==> config.mk <==
export PLATFORM = sky130hd
export DESIGN_NAME = cdl_limiter
export DESIGN_NICKNAME = d
export VERILOG_FILES = /design/src/verilog/cdl_pkg.sv /design/src/verilog/cdl_limiter.sv /design/src/verilog/cdl_gain_apply.sv /design/src/verilog/cdl_clip_det.sv
export SDC_FILE = /design/constraint.sdc
export NUM_CORES = 2
export LEC_CHECK = 0
export ABC_AREA = 1
export BUFFER_PORTS_ARGS = -buffer_cell sky130_fd_sc_hd__clkbuf_2
export CELL_PAD_IN_SITES_DETAIL_PLACEMENT = 1
export CELL_PAD_IN_SITES_GLOBAL_PLACEMENT = 1
export CORE_ASPECT_RATIO = 0.5
export CORE_MARGIN = 4
export CORE_UTILIZATION = 43
export DETAILED_ROUTE_END_ITERATION = 7
export PLACE_DENSITY_LB_ADDON = 0.1
export SYNTH_ARGS = -nofsm -noshare
export SYNTH_HDL_FRONTEND = slang
export SYNTH_SLANG_ARGS = --single-unit
==> constraint.sdc <==
create_clock -name sys_clk -period 6.3 [get_ports sys_clk]
set_input_delay 0.63 -clock sys_clk [delete_from_list [all_inputs] [get_ports sys_clk]]
set_output_delay 0.63 -clock sys_clk [all_outputs]
set_load 0.01 [all_outputs]
==> src/verilog/cdl_pkg.sv <==
// constants, types and helpers shared by the clip driven level limiter
// assumes a 125 MHz system clock and 16-bit signed audio samples
package cdl_pkg;

  // clock and time base
  localparam int CLK_NS        = 8;
  localparam int STEP_UNIT_NS  = 1000;
  localparam int STEP_UNIT_CYC = (STEP_UNIT_NS + CLK_NS - 1) / CLK_NS;
  localparam int HOLD_UNIT_NS  = 1000000;
  localparam int HOLD_UNIT_CYC = (HOLD_UNIT_NS + CLK_NS - 1) / CLK_NS;

  // widths
  localparam int SAMPLE_W   = 16;
  localparam int GAIN_W     = 16;
  localparam int GAIN_FRAC  = 14;
  localparam int STEP_SHIFT = 6;
  localparam int SEL_W      = 4;
  localparam int CUT_W      = 8;
  localparam int STEP_CNT_W = 24;
  localparam int HOLD_CNT_W = 32;

  // register byte addresses
  localparam logic [7:0] ADDR_CTRL   = 8'h00;
  localparam logic [7:0] ADDR_LEVEL  = 8'h04;
  localparam logic [7:0] ADDR_CUT    = 8'h08;
  localparam logic [7:0] ADDR_STATUS = 8'h0c;

  // field positions
  localparam int CTRL_EN_BIT  = 0;
  localparam int CTRL_ATK_LSB = 4;
  localparam int CTRL_REL_LSB = 8;
  localparam int CTRL_HLD_LSB = 12;
  localparam int LVL_TGT_LSB  = 0;
  localparam int LVL_FLR_LSB  = 16;
  localparam int ST_STATE_LSB = 16;
  localparam int ST_EVENT_BIT = 20;
  localparam int ST_CLIPL_BIT = 21;
  localparam int ST_CLIPR_BIT = 22;
  localparam int ST_BATT_BIT  = 23;

  // reset values
  localparam logic [31:0] CTRL_RST  = 32'h0000_3420;
  localparam logic [31:0] LEVEL_RST = 32'h1000_4000;
  localparam logic [31:0] CUT_RST   = 32'h0000_0018;

  // clip level and bus answers
  localparam logic [SAMPLE_W:0] CLIP_MAG    = 17'h07fff;
  localparam logic [1:0]        RESP_OKAY   = 2'b00;
  localparam logic [1:0]        RESP_SLVERR = 2'b10;

  typedef enum logic [3:0] {
    ST_IDLE    = 4'b0001,
    ST_ATTACK  = 4'b0010,
    ST_HOLD    = 4'b0100,
    ST_RELEASE = 4'b1000
  } cdl_state_t;

  typedef struct packed {
    logic signed [SAMPLE_W-1:0] left;
    logic signed [SAMPLE_W-1:0] right;
  } cdl_pair_t;

  // one attack step, g * (1 - 1/64)
  function automatic logic [GAIN_W-1:0] step_down(
    input logic [GAIN_W-1:0] g);
    step_down = g - (g >> STEP_SHIFT);
  endfunction

  // one release step, saturating, never past the target
  function automatic logic [GAIN_W-1:0] step_up(
    input logic [GAIN_W-1:0] g, input logic [GAIN_W-1:0] tgt);
    logic [GAIN_W:0] s;
    s = {1'b0, g} + {1'b0, (g >> STEP_SHIFT)} + 17'h00001;
    if (s >= {1'b0, tgt}) step_up = tgt;
    else step_up = s[GAIN_W-1:0];
  endfunction

  // keep a gain at or above the floor
  function automatic logic [GAIN_W-1:0] floor_clamp(
    input logic [GAIN_W-1:0] g, input logic [GAIN_W-1:0] flr);
    floor_clamp = (g < flr) ? flr : g;
  endfunction

  // byte-lane merge of a write
  function automatic logic [31:0] strb_merge(
    input logic [31:0] old, input logic [31:0] d, input logic [3:0] s);
    for (int i = 0; i < 4; i++) begin
      strb_merge[i*8 +: 8] = s[i] ? d[i*8 +: 8] : old[i*8 +: 8];
    end
  endfunction

endpackage

==> src/verilog/cdl_limiter.sv <==
// clip driven level limiter: shared stereo gain, clip detection,
// attack / hold / release control and an axi4-lite register slave
// assumes synchronous inputs on sys_clk and a single bus master
//
// The placing of the registers and the AXI4-Lite register port were chosen for this implementation.
`timescale 1ns/100ps
`default_nettype none
module cdl_limiter #(
  parameter int HOLD_UNIT_CYC = cdl_pkg::HOLD_UNIT_CYC
) (
  // clock and reset
  input  wire logic              sys_clk,
  input  wire logic              rstn,
  // axi4-lite write address
  input  wire logic              s_axi_awvalid,
  output var  logic              s_axi_awready,
  input  wire logic [7:0]        s_axi_awaddr,
  // axi4-lite write data
  input  wire logic              s_axi_wvalid,
  output var  logic              s_axi_wready,
  input  wire logic [31:0]       s_axi_wdata,
  input  wire logic [3:0]        s_axi_wstrb,
  // axi4-lite write response
  output var  logic              s_axi_bvalid,
  input  wire logic              s_axi_bready,
  output var  logic [1:0]        s_axi_bresp,
  // axi4-lite read
  input  wire logic              s_axi_arvalid,
  output var  logic              s_axi_arready,
  input  wire logic [7:0]        s_axi_araddr,
  output var  logic              s_axi_rvalid,
  input  wire logic              s_axi_rready,
  output var  logic [31:0]       s_axi_rdata,
  output var  logic [1:0]        s_axi_rresp,
  // stereo stream in
  input  wire logic              in_valid,
  input  wire cdl_pkg::cdl_pair_t in_pair,
  // stereo stream out
  output var  logic              out_valid,
  output var  cdl_pkg::cdl_pair_t out_pair,
  // battery and gain
  input  wire logic              low_batt_in,
  output var  logic [15:0]       gain_out
);
  // registers and live state
  logic [31:0]               ctrl_reg;
  logic [31:0]               level_reg;
  logic [31:0]               cut_reg;
  cdl_pkg::cdl_state_t       state_reg;
  cdl_pkg::cdl_state_t       state_next;
  logic [15:0]               gain_reg;
  logic [15:0]               gain_next;
  logic [cdl_pkg::STEP_CNT_W-1:0] step_cnt_reg;
  logic [cdl_pkg::HOLD_CNT_W-1:0] hold_cnt_reg;
  logic [cdl_pkg::CUT_W-1:0] cut_cnt_reg;
  logic                      event_reg;
  logic                      clip_l;
  logic                      clip_r;
  logic                      sat_l;
  logic                      sat_r;
  logic                      out_valid_reg;
  cdl_pkg::cdl_pair_t        out_pair_reg;

  // write channel capture
  logic                      aw_held_reg;
  logic                      w_held_reg;
  logic [7:0]                awaddr_reg;
  logic [31:0]               wdata_reg;
  logic [3:0]                wstrb_reg;
  logic                      wr_go;

  // decoded fields
  logic                      enable;
  logic [cdl_pkg::SEL_W-1:0] attack_rate_sel;
  logic [cdl_pkg::SEL_W-1:0] release_rate_sel;
  logic [cdl_pkg::SEL_W-1:0] hold_duration_sel;
  logic [15:0]               target_gain;
  logic [15:0]               min_gain_floor;
  logic [cdl_pkg::CUT_W-1:0] per_event_cut_limit;
  logic [15:0]               tgt_eff;
  logic [cdl_pkg::STEP_CNT_W-1:0] step_period;
  logic [cdl_pkg::HOLD_CNT_W-1:0] hold_period;
  logic                      step_tick;
  logic                      hold_done;
  logic                      attack_step;

  assign enable            = ctrl_reg[cdl_pkg::CTRL_EN_BIT];
  assign attack_rate_sel   = ctrl_reg[cdl_pkg::CTRL_ATK_LSB +: 4];
  assign release_rate_sel  = ctrl_reg[cdl_pkg::CTRL_REL_LSB +: 4];
  assign hold_duration_sel = ctrl_reg[cdl_pkg::CTRL_HLD_LSB +: 4];
  assign target_gain       = level_reg[cdl_pkg::LVL_TGT_LSB +: 16];
  assign min_gain_floor    = level_reg[cdl_pkg::LVL_FLR_LSB +: 16];
  assign per_event_cut_limit = cut_reg[cdl_pkg::CUT_W-1:0];
  assign tgt_eff = cdl_pkg::floor_clamp(target_gain, min_gain_floor);

  // per-channel gain stages and clip detectors, same gain both sides
  cdl_gain_apply u_gain_l (
    .sys_clk    (sys_clk),
    .rstn       (rstn),
    .in_valid   (in_valid),
    .in_sample  (in_pair.left),
    .gain       (gain_reg),
    .out_sample (out_pair_reg.left),
    .out_sat    (sat_l)
  );
  cdl_gain_apply u_gain_r (
    .sys_clk    (sys_clk),
    .rstn       (rstn),
    .in_valid   (in_valid),
    .in_sample  (in_pair.right),
    .gain       (gain_reg),
    .out_sample (out_pair_reg.right),
    .out_sat    (sat_r)
  );
  cdl_clip_det u_clip_l (
    .sys_clk   (sys_clk),
    .rstn      (rstn),
    .smp_valid (out_valid_reg),
    .sample    (out_pair_reg.left),
    .sat       (sat_l),
    .clip      (clip_l)
  );
  cdl_clip_det u_clip_r (
    .sys_clk   (sys_clk),
    .rstn      (rstn),
    .smp_valid (out_valid_reg),
    .sample    (out_pair_reg.right),
    .sat       (sat_r),
    .clip      (clip_r)
  );

  // output valid follows the gain stage latency of one cycle
  always_ff @(posedge sys_clk or negedge rstn) begin
    if (!rstn) out_valid_reg <= 1'b0;
    else out_valid_reg <= in_valid;
  end
  assign out_valid = out_valid_reg;
  assign out_pair  = out_pair_reg;
  assign gain_out  = gain_reg;

  // clip only counts while the battery is low
  always_ff @(posedge sys_clk or negedge rstn) begin
    if (!rstn) event_reg <= 1'b0;
    else event_reg <= (clip_l | clip_r) & low_batt_in;
  end

  // step period doubles per rate select code
  assign step_period = (state_reg == cdl_pkg::ST_RELEASE)
    ? (cdl_pkg::STEP_CNT_W'(cdl_pkg::STEP_UNIT_CYC) << release_rate_sel)
    : (cdl_pkg::STEP_CNT_W'(cdl_pkg::STEP_UNIT_CYC) << attack_rate_sel);
  assign step_tick   = (step_cnt_reg == step_period - 24'h000001);
  assign hold_period = cdl_pkg::HOLD_CNT_W'(HOLD_UNIT_CYC)
                       << hold_duration_sel;
  assign hold_done   = (hold_cnt_reg == hold_period - 32'h0000_0001);
  assign attack_step = step_tick && (cut_cnt_reg < per_event_cut_limit);

  // phase and gain decisions
  always_comb begin
    state_next = state_reg;
    gain_next  = gain_reg;
    unique case (state_reg)
      cdl_pkg::ST_IDLE: begin
        gain_next = tgt_eff;
        if (event_reg) state_next = cdl_pkg::ST_ATTACK;
      end
      cdl_pkg::ST_ATTACK: begin
        if (attack_step) begin
          gain_next = cdl_pkg::floor_clamp(
            cdl_pkg::step_down(gain_reg), min_gain_floor);
        end
        if (!event_reg) state_next = cdl_pkg::ST_HOLD;
      end
      cdl_pkg::ST_HOLD: begin
        gain_next = cdl_pkg::floor_clamp(gain_reg, min_gain_floor);
        if (event_reg) state_next = cdl_pkg::ST_ATTACK;
        else if (hold_done) state_next = cdl_pkg::ST_RELEASE;
      end
      cdl_pkg::ST_RELEASE: begin
        if (event_reg) begin
          state_next = cdl_pkg::ST_ATTACK;
        end else if (gain_reg >= tgt_eff) begin
          state_next = cdl_pkg::ST_IDLE;
          gain_next  = tgt_eff;
        end else if (step_tick) begin
          gain_next = cdl_pkg::floor_clamp(
            cdl_pkg::step_up(gain_reg, tgt_eff), min_gain_floor);
        end
      end
    endcase
    // disabled: gain simply follows the target
    if (!enable) begin
      state_next = cdl_pkg::ST_IDLE;
      gain_next  = tgt_eff;
    end
  end

  // phase and shared gain
  always_ff @(posedge sys_clk or negedge rstn) begin
    if (!rstn) begin
      state_reg <= cdl_pkg::ST_IDLE;
      gain_reg  <= cdl_pkg::LEVEL_RST[cdl_pkg::LVL_TGT_LSB +: 16];
    end else begin
      state_reg <= state_next;
      gain_reg  <= gain_next;
    end
  end

  // step counter restarts on every phase change
  always_ff @(posedge sys_clk or negedge rstn) begin
    if (!rstn) step_cnt_reg <= '0;
    else if (state_next != state_reg || step_tick) step_cnt_reg <= '0;
    else if (state_reg == cdl_pkg::ST_ATTACK ||
             state_reg == cdl_pkg::ST_RELEASE)
      step_cnt_reg <= step_cnt_reg + 24'h000001;
  end

  // hold timer counts from the last clip, cleared outside hold
  always_ff @(posedge sys_clk or negedge rstn) begin
    if (!rstn) hold_cnt_reg <= '0;
    else if (state_reg != cdl_pkg::ST_HOLD || event_reg)
      hold_cnt_reg <= '0;
    else if (!hold_done) hold_cnt_reg <= hold_cnt_reg + 32'h0000_0001;
  end

  // per-event cut budget, fresh on each entry into attack
  always_ff @(posedge sys_clk or negedge rstn) begin
    if (!rstn) cut_cnt_reg <= '0;
    else if (state_reg != cdl_pkg::ST_ATTACK) cut_cnt_reg <= '0;
    else if (attack_step) cut_cnt_reg <= cut_cnt_reg + 8'h01;
  end

  // write channels are taken independently, answered once both held
  assign wr_go = aw_held_reg && w_held_reg && !s_axi_bvalid;

  always_ff @(posedge sys_clk or negedge rstn) begin
    if (!rstn) begin
      aw_held_reg   <= 1'b0;
      awaddr_reg    <= 8'h00;
      s_axi_awready <= 1'b1;
    end else if (s_axi_awvalid && s_axi_awready) begin
      aw_held_reg   <= 1'b1;
      awaddr_reg    <= s_axi_awaddr;
      s_axi_awready <= 1'b0;
    end else if (wr_go) begin
      aw_held_reg <= 1'b0;
    end else if (s_axi_bvalid && s_axi_bready) begin
      s_axi_awready <= 1'b1;
    end
  end

  always_ff @(posedge sys_clk or negedge rstn) begin
    if (!rstn) begin
      w_held_reg   <= 1'b0;
      wdata_reg    <= 32'h0000_0000;
      wstrb_reg    <= 4'h0;
      s_axi_wready <= 1'b1;
    end else if (s_axi_wvalid && s_axi_wready) begin
      w_held_reg   <= 1'b1;
      wdata_reg    <= s_axi_wdata;
      wstrb_reg    <= s_axi_wstrb;
      s_axi_wready <= 1'b0;
    end else if (wr_go) begin
      w_held_reg <= 1'b0;
    end else if (s_axi_bvalid && s_axi_bready) begin
      s_axi_wready <= 1'b1;
    end
  end

  // register writes and write response
  always_ff @(posedge sys_clk or negedge rstn) begin
    if (!rstn) begin
      ctrl_reg     <= cdl_pkg::CTRL_RST;
      level_reg    <= cdl_pkg::LEVEL_RST;
      cut_reg      <= cdl_pkg::CUT_RST;
      s_axi_bvalid <= 1'b0;
      s_axi_bresp  <= cdl_pkg::RESP_OKAY;
    end else if (wr_go) begin
      s_axi_bvalid <= 1'b1;
      s_axi_bresp  <= cdl_pkg::RESP_OKAY;
      unique case (awaddr_reg)
        cdl_pkg::ADDR_CTRL:
          ctrl_reg <= cdl_pkg::strb_merge(ctrl_reg, wdata_reg, wstrb_reg);
        cdl_pkg::ADDR_LEVEL:
          level_reg <= cdl_pkg::strb_merge(level_reg, wdata_reg,
                                           wstrb_reg);
        cdl_pkg::ADDR_CUT:
          cut_reg <= cdl_pkg::strb_merge(cut_reg, wdata_reg, wstrb_reg);
        cdl_pkg::ADDR_STATUS: ; // read only, write ignored
        default: s_axi_bresp <= cdl_pkg::RESP_SLVERR;
      endcase
    end else if (s_axi_bvalid && s_axi_bready) begin
      s_axi_bvalid <= 1'b0;
    end
  end

  // reads: one outstanding, data captured at the address handshake
  always_ff @(posedge sys_clk or negedge rstn) begin
    if (!rstn) begin
      s_axi_arready <= 1'b1;
      s_axi_rvalid  <= 1'b0;
      s_axi_rdata   <= 32'h0000_0000;
      s_axi_rresp   <= cdl_pkg::RESP_OKAY;
    end else if (s_axi_arvalid && s_axi_arready) begin
      s_axi_arready <= 1'b0;
      s_axi_rvalid  <= 1'b1;
      s_axi_rresp   <= cdl_pkg::RESP_OKAY;
      unique case (s_axi_araddr)
        cdl_pkg::ADDR_CTRL:   s_axi_rdata <= ctrl_reg;
        cdl_pkg::ADDR_LEVEL:  s_axi_rdata <= level_reg;
        cdl_pkg::ADDR_CUT:    s_axi_rdata <= cut_reg;
        cdl_pkg::ADDR_STATUS: begin
          s_axi_rdata <= {8'h00, low_batt_in, clip_r, clip_l, event_reg,
                          state_reg, gain_reg};
        end
        default: begin
          s_axi_rdata <= 32'h0000_0000;
          s_axi_rresp <= cdl_pkg::RESP_SLVERR;
        end
      endcase
    end else if (s_axi_rvalid && s_axi_rready) begin
      s_axi_rvalid  <= 1'b0;
      s_axi_arready <= 1'b1;
    end
  end
endmodule
`default_nettype wire

==> src/verilog/cdl_gain_apply.sv <==
// one channel gain stage: sample times shared gain, saturated
// assumes gain in unsigned 2.14 format, unity at 0x4000
`timescale 1ns/100ps
`default_nettype none
module cdl_gain_apply (
  // clock and reset
  input  wire logic                                sys_clk,
  input  wire logic                                rstn,
  // sample in
  input  wire logic                                in_valid,
  input  wire logic signed [cdl_pkg::SAMPLE_W-1:0] in_sample,
  input  wire logic        [cdl_pkg::GAIN_W-1:0]   gain,
  // sample out
  output var  logic signed [cdl_pkg::SAMPLE_W-1:0] out_sample,
  output var  logic                                out_sat
);
  logic signed [32:0] prod;
  logic        [18:0] scaled;
  logic               ovf;

  // drop fraction bits; overflow when top bits disagree
  assign prod   = in_sample * $signed({1'b0, gain});
  assign scaled = prod[32:cdl_pkg::GAIN_FRAC];
  assign ovf    = (scaled[18:15] != {4{scaled[15]}});

  // registered, saturating instead of wrapping avoids loud pops
  always_ff @(posedge sys_clk or negedge rstn) begin
    if (!rstn) begin
      out_sample <= 16'sh0000;
      out_sat    <= 1'b0;
    end else if (in_valid) begin
      out_sat <= ovf;
      if (!ovf) out_sample <= $signed(scaled[15:0]);
      else if (scaled[18]) out_sample <= 16'sh8000;
      else out_sample <= 16'sh7fff;
    end
  end
endmodule
`default_nettype wire

==> src/verilog/cdl_clip_det.sv <==
// clip detector for one output channel
// assumes the gain stage reports saturation alongside each sample
`timescale 1ns/100ps
`default_nettype none
module cdl_clip_det (
  // clock and reset
  input  wire logic                                sys_clk,
  input  wire logic                                rstn,
  // watched sample
  input  wire logic                                smp_valid,
  input  wire logic signed [cdl_pkg::SAMPLE_W-1:0] sample,
  input  wire logic                                sat,
  // flag
  output var  logic                                clip
);
  logic [cdl_pkg::SAMPLE_W:0] mag;

  // magnitude widened so that -32768 does not wrap
  assign mag = sample[cdl_pkg::SAMPLE_W-1]
             ? 17'(-$signed({sample[15], sample}))
             : {1'b0, sample};

  // flag holds per sample until the next one arrives
  always_ff @(posedge sys_clk or negedge rstn) begin
    if (!rstn) clip <= 1'b0;
    else if (smp_valid) clip <= sat || (mag >= cdl_pkg::CLIP_MAG);
  end
endmodule
`default_nettype wire

-- After elaboration in Yosys (flattened, before gate mapping)
Index checks and enable logic that the tools add are counted.
- latch bits: 0
- flip-flop bits (word level): 305
- memory bits (writable): 0
- memory bits (read-only): 0
- logic and storage cells: 181
- bits of input ports: 93
- memories kept: 0
- order comparisons: 9
- bitwise logic cells: 2
- divide/modulo/power cells: 0
- equality and inequality tests: 24
- shifts and indexed selects: 3
- $mul: 2
- add/subtract/negate cells: 10
- muxes and demuxes: 52
- reductions and logical operators: 41
- operator list (kind ; number):
    16-bit 2-to-1 mux ; 18
    32-bit case mux with 4 select lines ; 1
    24-bit 2-to-1 mux ; 3
    16-bit by 17-bit multiplier with 33-bit output ; 2
    16-bit less-than comparator ; 4
    32-bit 2-to-1 mux ; 2
    16-bit case mux with 4 select lines ; 1
    7-bit by 4-bit << shifter with 24-bit output, first input constant ; 2
    3-bit AND reduction ; 12
    17-bit by 15-bit greater-or-equal comparator with 1-bit output, second input constant ; 2
    17-bit 2-to-1 mux ; 2
    16-bit negator with 17-bit output ; 2
    32-bit by 1-bit adder with 32-bit output, second input constant ; 1
    32-bit == test ; 1
    8-bit by 4-bit == test with 1-bit output, second input constant ; 4
    17-bit by 4-bit << shifter with 32-bit output, first input constant ; 1
    32-bit by 1-bit subtractor with 32-bit output, second input constant ; 1
    4-bit 2-to-1 mux ; 7
    24-bit by 1-bit adder with 24-bit output, second input constant ; 1
    24-bit == test ; 1
    24-bit by 1-bit subtractor with 24-bit output, second input constant ; 1
    16-bit by 10-bit adder with 17-bit output ; 1
    17-bit by 1-bit adder with 17-bit output, second input constant ; 1
    17-bit by 16-bit greater-or-equal comparator with 1-bit output ; 1
    other kinds (29) ; 71

-- Logic depth before layout (Yosys ltp)
- depth after elaboration: 15
- gate-level depth with buffers: 44
- depth with buffers taken out: 42

-- Cells and area by module
A second synthesis with hierarchy kept.
- cell total of the unflattened synthesis: 5475
- area, all modules: 39975.8 sq um
- modules (own cells, without submodules) (module ; seq. area each (sq um) ; cells an instance ; times used ; area each (sq um)):
    cdl_limiter ; 6697.7 ; 2423 ; 1 ; 18432.7
    cdl_gain_apply (u_gain_r) ; 425.4 ; 1408 ; 1 ; 10242.3
    cdl_gain_apply (u_gain_l) ; 425.4 ; 1402 ; 1 ; 10194.8
    cdl_clip_det ; 25.0 ; 121 ; 2 ; 553.0

-- Least setup slack after synthesis
Ideal clock, no wire load.
- kind: in2reg
- from: in in_pair[22] in the netlist's numbering
- to: reg u_gain_l.out_sample[10] in the netlist's numbering
- path slack: -0.868 ns
- data arrival time: 7.102 ns
- stages: 32
- required time: 6.234 ns
- cell sequence: clkbuf_1 > clkbuf_1 > nand2_1 > fa_1 > inv_1 > fa_1 > inv_1 > fa_1 > inv_1 > fa_1 > inv_1 > fa_1 > inv_1 > fa_1 > ha_1 > nand2_1 > nor4_1 > nand2_1 > o2111ai_1 > a21oi_1 > o21ai_0 > nand2_1 > o211ai_1 > a21oi_1 > xor2_1 > nor2_1 > a21oi_1 > clkbuf_1 > nand3_1 > nand2_1 > nand2_1 > nand2_1
- word-level cells in the longest chain between the ends: 3
- elaborated cells on any way between the ends: 4
- classes of those cells: mul (1); eq/ne (1); mux (2)
- RTL lines (what ; line ; source):
    start, declared ; cdl_limiter.sv:37 ; input wire cdl_pkg::cdl_pair_t in_pair,
    16-bit by 17-bit multiplier with 33-bit output (*) ; cdl_gain_apply.sv:22 ; assign prod = in_sample * $signed({1'b0, gain});
    3-bit inequality test or 16-bit 2-to-1 mux (tied branches) ; cdl_gain_apply.sv:24, cdl_gain_apply.sv:34 ;
    16-bit 2-to-1 mux (*) ; cdl_gain_apply.sv:33 ; if (!ovf) out_sample <= $signed(scaled[15:0]);
    end signal, assigned ; cdl_gain_apply.sv:33 ;
    end, declared ; cdl_gain_apply.sv:14 ; output var logic signed [cdl_pkg::SAMPLE_W-1:0] out_sample,
Mark *: on every way between the ends. The rest lies on a longest branch, timed or not.
A chain may end at the register's enable or synchronous reset.

-- Worst setup path after layout
- from: reg gain_reg[7], in the netlist gain_out[7]
- to: reg u_gain_l.out_sample[10] in the netlist's numbering
- word-level cells in the longest chain between the ends: 3
- elaborated cells on any way between the ends: 4
- classes of those cells: mul (1); eq/ne (1); mux (2)
- RTL lines (what ; line ; source):
    start, declared ; cdl_limiter.sv:51 ; logic [15:0] gain_reg;
    start signal, assigned ; cdl_limiter.sv:201 ; gain_reg <= cdl_pkg::LEVEL_RST[cdl_pkg::LVL_TGT_LSB +: 16];
    start signal, assigned ; cdl_limiter.sv:204 ; gain_reg <= gain_next;
    16-bit by 17-bit multiplier with 33-bit output (*) ; cdl_gain_apply.sv:22 ;
    3-bit inequality test or 16-bit 2-to-1 mux (tied branches) ; cdl_gain_apply.sv:24, cdl_gain_apply.sv:34 ;
    16-bit 2-to-1 mux (*) ; cdl_gain_apply.sv:33 ;
Marks and branches as above.

==> impl_results.md <==
- Outcome: finished, violations left
- Failing checks: hold timing, setup timing
- Clock Latency Late Sink: 650 ps
- Routability cong.: 0.9250
- Relative slew slack: 0.3063
- WP depth: 33
- Final Max Slew Viols: 0
- Post-layout util: 0.5184
- NumNets Final: 6255
- Area Overhead vs Synth: 19.11%
- Via count: 35050
- Pre-antenna DRT Iters: 5
- Period utilization: 1.075
- CP Class: register to register
- Synth Instances: 4963
- DIE AREA: 0.09248 mm²
- Vias in the first global route: 38450
- Sequential cell area: 0.007607 mm²
- Hold Vio Cnt, Final: 5
- EDFF count, synth: 0
- Largest stage delay on the critical path: 560 ps
- Root buf cell: clkbuf_16
- Final worst setup slack: -470.8 ps
- Crit path buf inv count: 9
- Synthesized area: 0.03758 mm²
- Clock tree buffer depth: 3
- Worst EP required: 6840 ps
- Antenna diodes: 0
- Post-CTS Hold Buffers: 0
- Yosys reg bits: 303
- RSZ-0062 raised after global routing: yes
- I/O Buffers: 180
- Clock Pin Slew Worst Setup and Hold Paths: approximately 70 ps
- CP Capture Type: register
- Chip Height: 217.0 µm
- Clock Skew: roughly 58 ps
- Synth cell types: between 60 and 70
- Die W: 426.1 µm
- Crit path time final: 6771 ps
- Post-detail-place hpwl: 108.4 mm
- Post-synth ARST share: 1.000
- DRC Markers: 0
- Worst Path Arrival: between 7000 and 8000 ps
- MaxCap Viol Count: 0
- CP max stage cell: fa_1
- CP startpoint kind: register
- Synth Area per Inst: 7.572 µm²
- Largest net degree at the start of global routing: 158
- DRT iter0 DRCs: 1970
- Footprint of the multi-input gates: around 0.026 mm²
- Global Route Usage Sum: 0.2877
- Vias per cell: 5.310
- FP Rows: 76
- Fillcell total: 10850
- Actual slew at the worst max-slew pin: 1041 ps
- Min-delay worst type: input pin to asynchronous set/reset pin
- Initial antenna violation count: 2
- Total global routing overflow: 0
- Most frequent CP cell: fa_1
- Worst r2r path cells: 33
- Number of clock sinks: 303
- Syn. warnings: 0
- Min Hold Slack: -8.561 ps
- Crit-path max FO: 7
- CP delay by family, top: adder cells
- Setup Viol. Count Final: 32
- Post-synth top flop: dfrtp_1
- Share of cells above drive strength 1: 0.1617
- Drt total wl: approximately 130 mm
- Fmax: 0.1477 GHz
- CTS tree: done
- Routed Antenna Nets: 0
- First-pass GRT wire length: 211.9 mm
- Core Area: roughly 0.086 mm²
- WL/cell: approximately 20 µm
- Clock buffers created by TritonCTS: 31
- CTS H-tree depth: 1
- Initial Util: 0.4353
- Post-synthesis sequential area ratio: 0.2022
- Io pins: 183
[worst register-to-register path: cells and delay by family, from the launching register on]
family                   cells  cell delay [ps]
XOR/XNOR                     1              250
adder cells (fa/ha/maj)      7             3360
AO/OA/AOI/OAI                6              910
buffers and inverters        9              850
flip-flops                   1              530
AND/OR/NAND/NOR             10              770
[cells by family (layout without fill, tap and decap cells)]
group / count (synthesis) / after routing / share of synthesized area
AOI/OAI and AO/OA: 750 / 750 / 0.1129
xor gates and xnor gates: 151 / 151 / 0.03539
adders and majority gates: 754 / 754 / 0.3285
buffers and inverters: 1216 / 1682 / 0.1227
DFF: 303 / 303 / 0.2022
muxes: 6 / 6 / 0.001798
other: 1 / 2 / 0.00009978
and+or+nand+nor: 1782 / 1783 / 0.1964
[synth_stat cells, drive strengths merged (35+ instances only)]
master | instances | area, µm²
nand4 | 51 | 334.1
o21ai | 338 | 1740
nor4 | 35 | 234.0
nor2 | 235 | 903.4
dfrtp | 290 | 7257
ha | 366 | 4579
clkbuf | 173 | 649.4
nor3 | 63 | 325.3
nand3 | 146 | 745.7
inv | 1008 | 3784
nand2 | 1215 | 4573
a21oi | 260 | 1305
fa | 388 | 7767
xor2 | 125 | 1102
[cell type report]
type                       count  area share
inverter                    1011     0.08497
clock buffer                  38     0.01881
tap                         1170     0.03270
clock inverter                18    0.006121
multi-input combinational   3446      0.5837
sequential                   303      0.1699
timing repair buffer         615      0.1037
[cell usage in the layout, fill, tap and decap left out, types with 7 or more instances in the layout]
master	count
a21oi_2	17
o21ai_1	34
xor2_1	123
buf_12	27
clkbuf_2	179
ha_1	351
nor2_1	228
o21a_1	9
nand3b_1	18
xnor2_1	26
a31oi_1	13
inv_2	22
nor3_1	57
ha_4	13
a21o_1	9
clkbuf_16	34
nand3_1	131
o21ai_0	272
buf_4	391
o31ai_1	12
o211ai_1	7
inv_1	983
o22ai_1	12
dfrtp_1	287
nand2_2	25
nand2_1	1182
dfstp_2	13
a211oi_1	16
o21ai_2	31
a21oi_1	240
nor4_1	28
nand4_1	50
fa_1	386
buf_6	11
nand3_2	13
nand2_4	9
a221oi_1	28
[repair_timing]
| item | 4_1_cts | 5_1_grt |
|---|---|---|
| setup buffers | 11 | 14 |
| endpoints found under the setup margin | 48 | 50 |
| pin swaps | 16 | 47 |
| resized for setup | 62 | 125 |
| cloned | 2 | 4 |
[routing by layer]
layer,GRT usage,part of all wire,vias to the layer above
li1,-,-,16400
met1,0.3744,0.43,17800
met2,0.5173,0.50,631
met3,0.02520,0.037,224
met4,0.07231,0.029,2
met5,0,0.000083,-
[through the flow]
| stage | hold slack, ps | setup TNS, ps | instance area (µm²) | cells | worst slack [ps] |
|---|---|---|---|---|---|
| detailed placement | 473.2 | -24720 | 42660 | 6514 | -682.6 |
| global placement | 465.3 | -17000 | 42660 | 6514 | -542.7 |
| floorplan | 334.4 | -7882 | 38040 | 4964 | -321.5 |
| finish | -8.561 | -12010 | 44760 | 6601 | -470.8 |
| CTS | 17.75 | -12250 | 44140 | 6583 | -455.5 |
| global route | 53.25 | -22240 | 44760 | 6601 | -761.9 |
[final timing paths]
kind,startpoint,endpoint,slack [ps]
min,rstn,step_cnt_reg[13],-9
max,gain_out[7],u_gain_l.out_sample[10],-470
max in group asynchronous,rstn,u_gain_l.out_sample[14],4780
min reg2reg,s_axi_rdata[0],s_axi_rdata[0],480
min in group sys_clk,s_axi_wdata[4],wdata_reg[4],240
max reg2reg,gain_out[7],u_gain_l.out_sample[10],-470
Power is left out: the tool's default activity adds up to more than one toggle a clock period on the data nets, which glitch-free logic cannot reach.
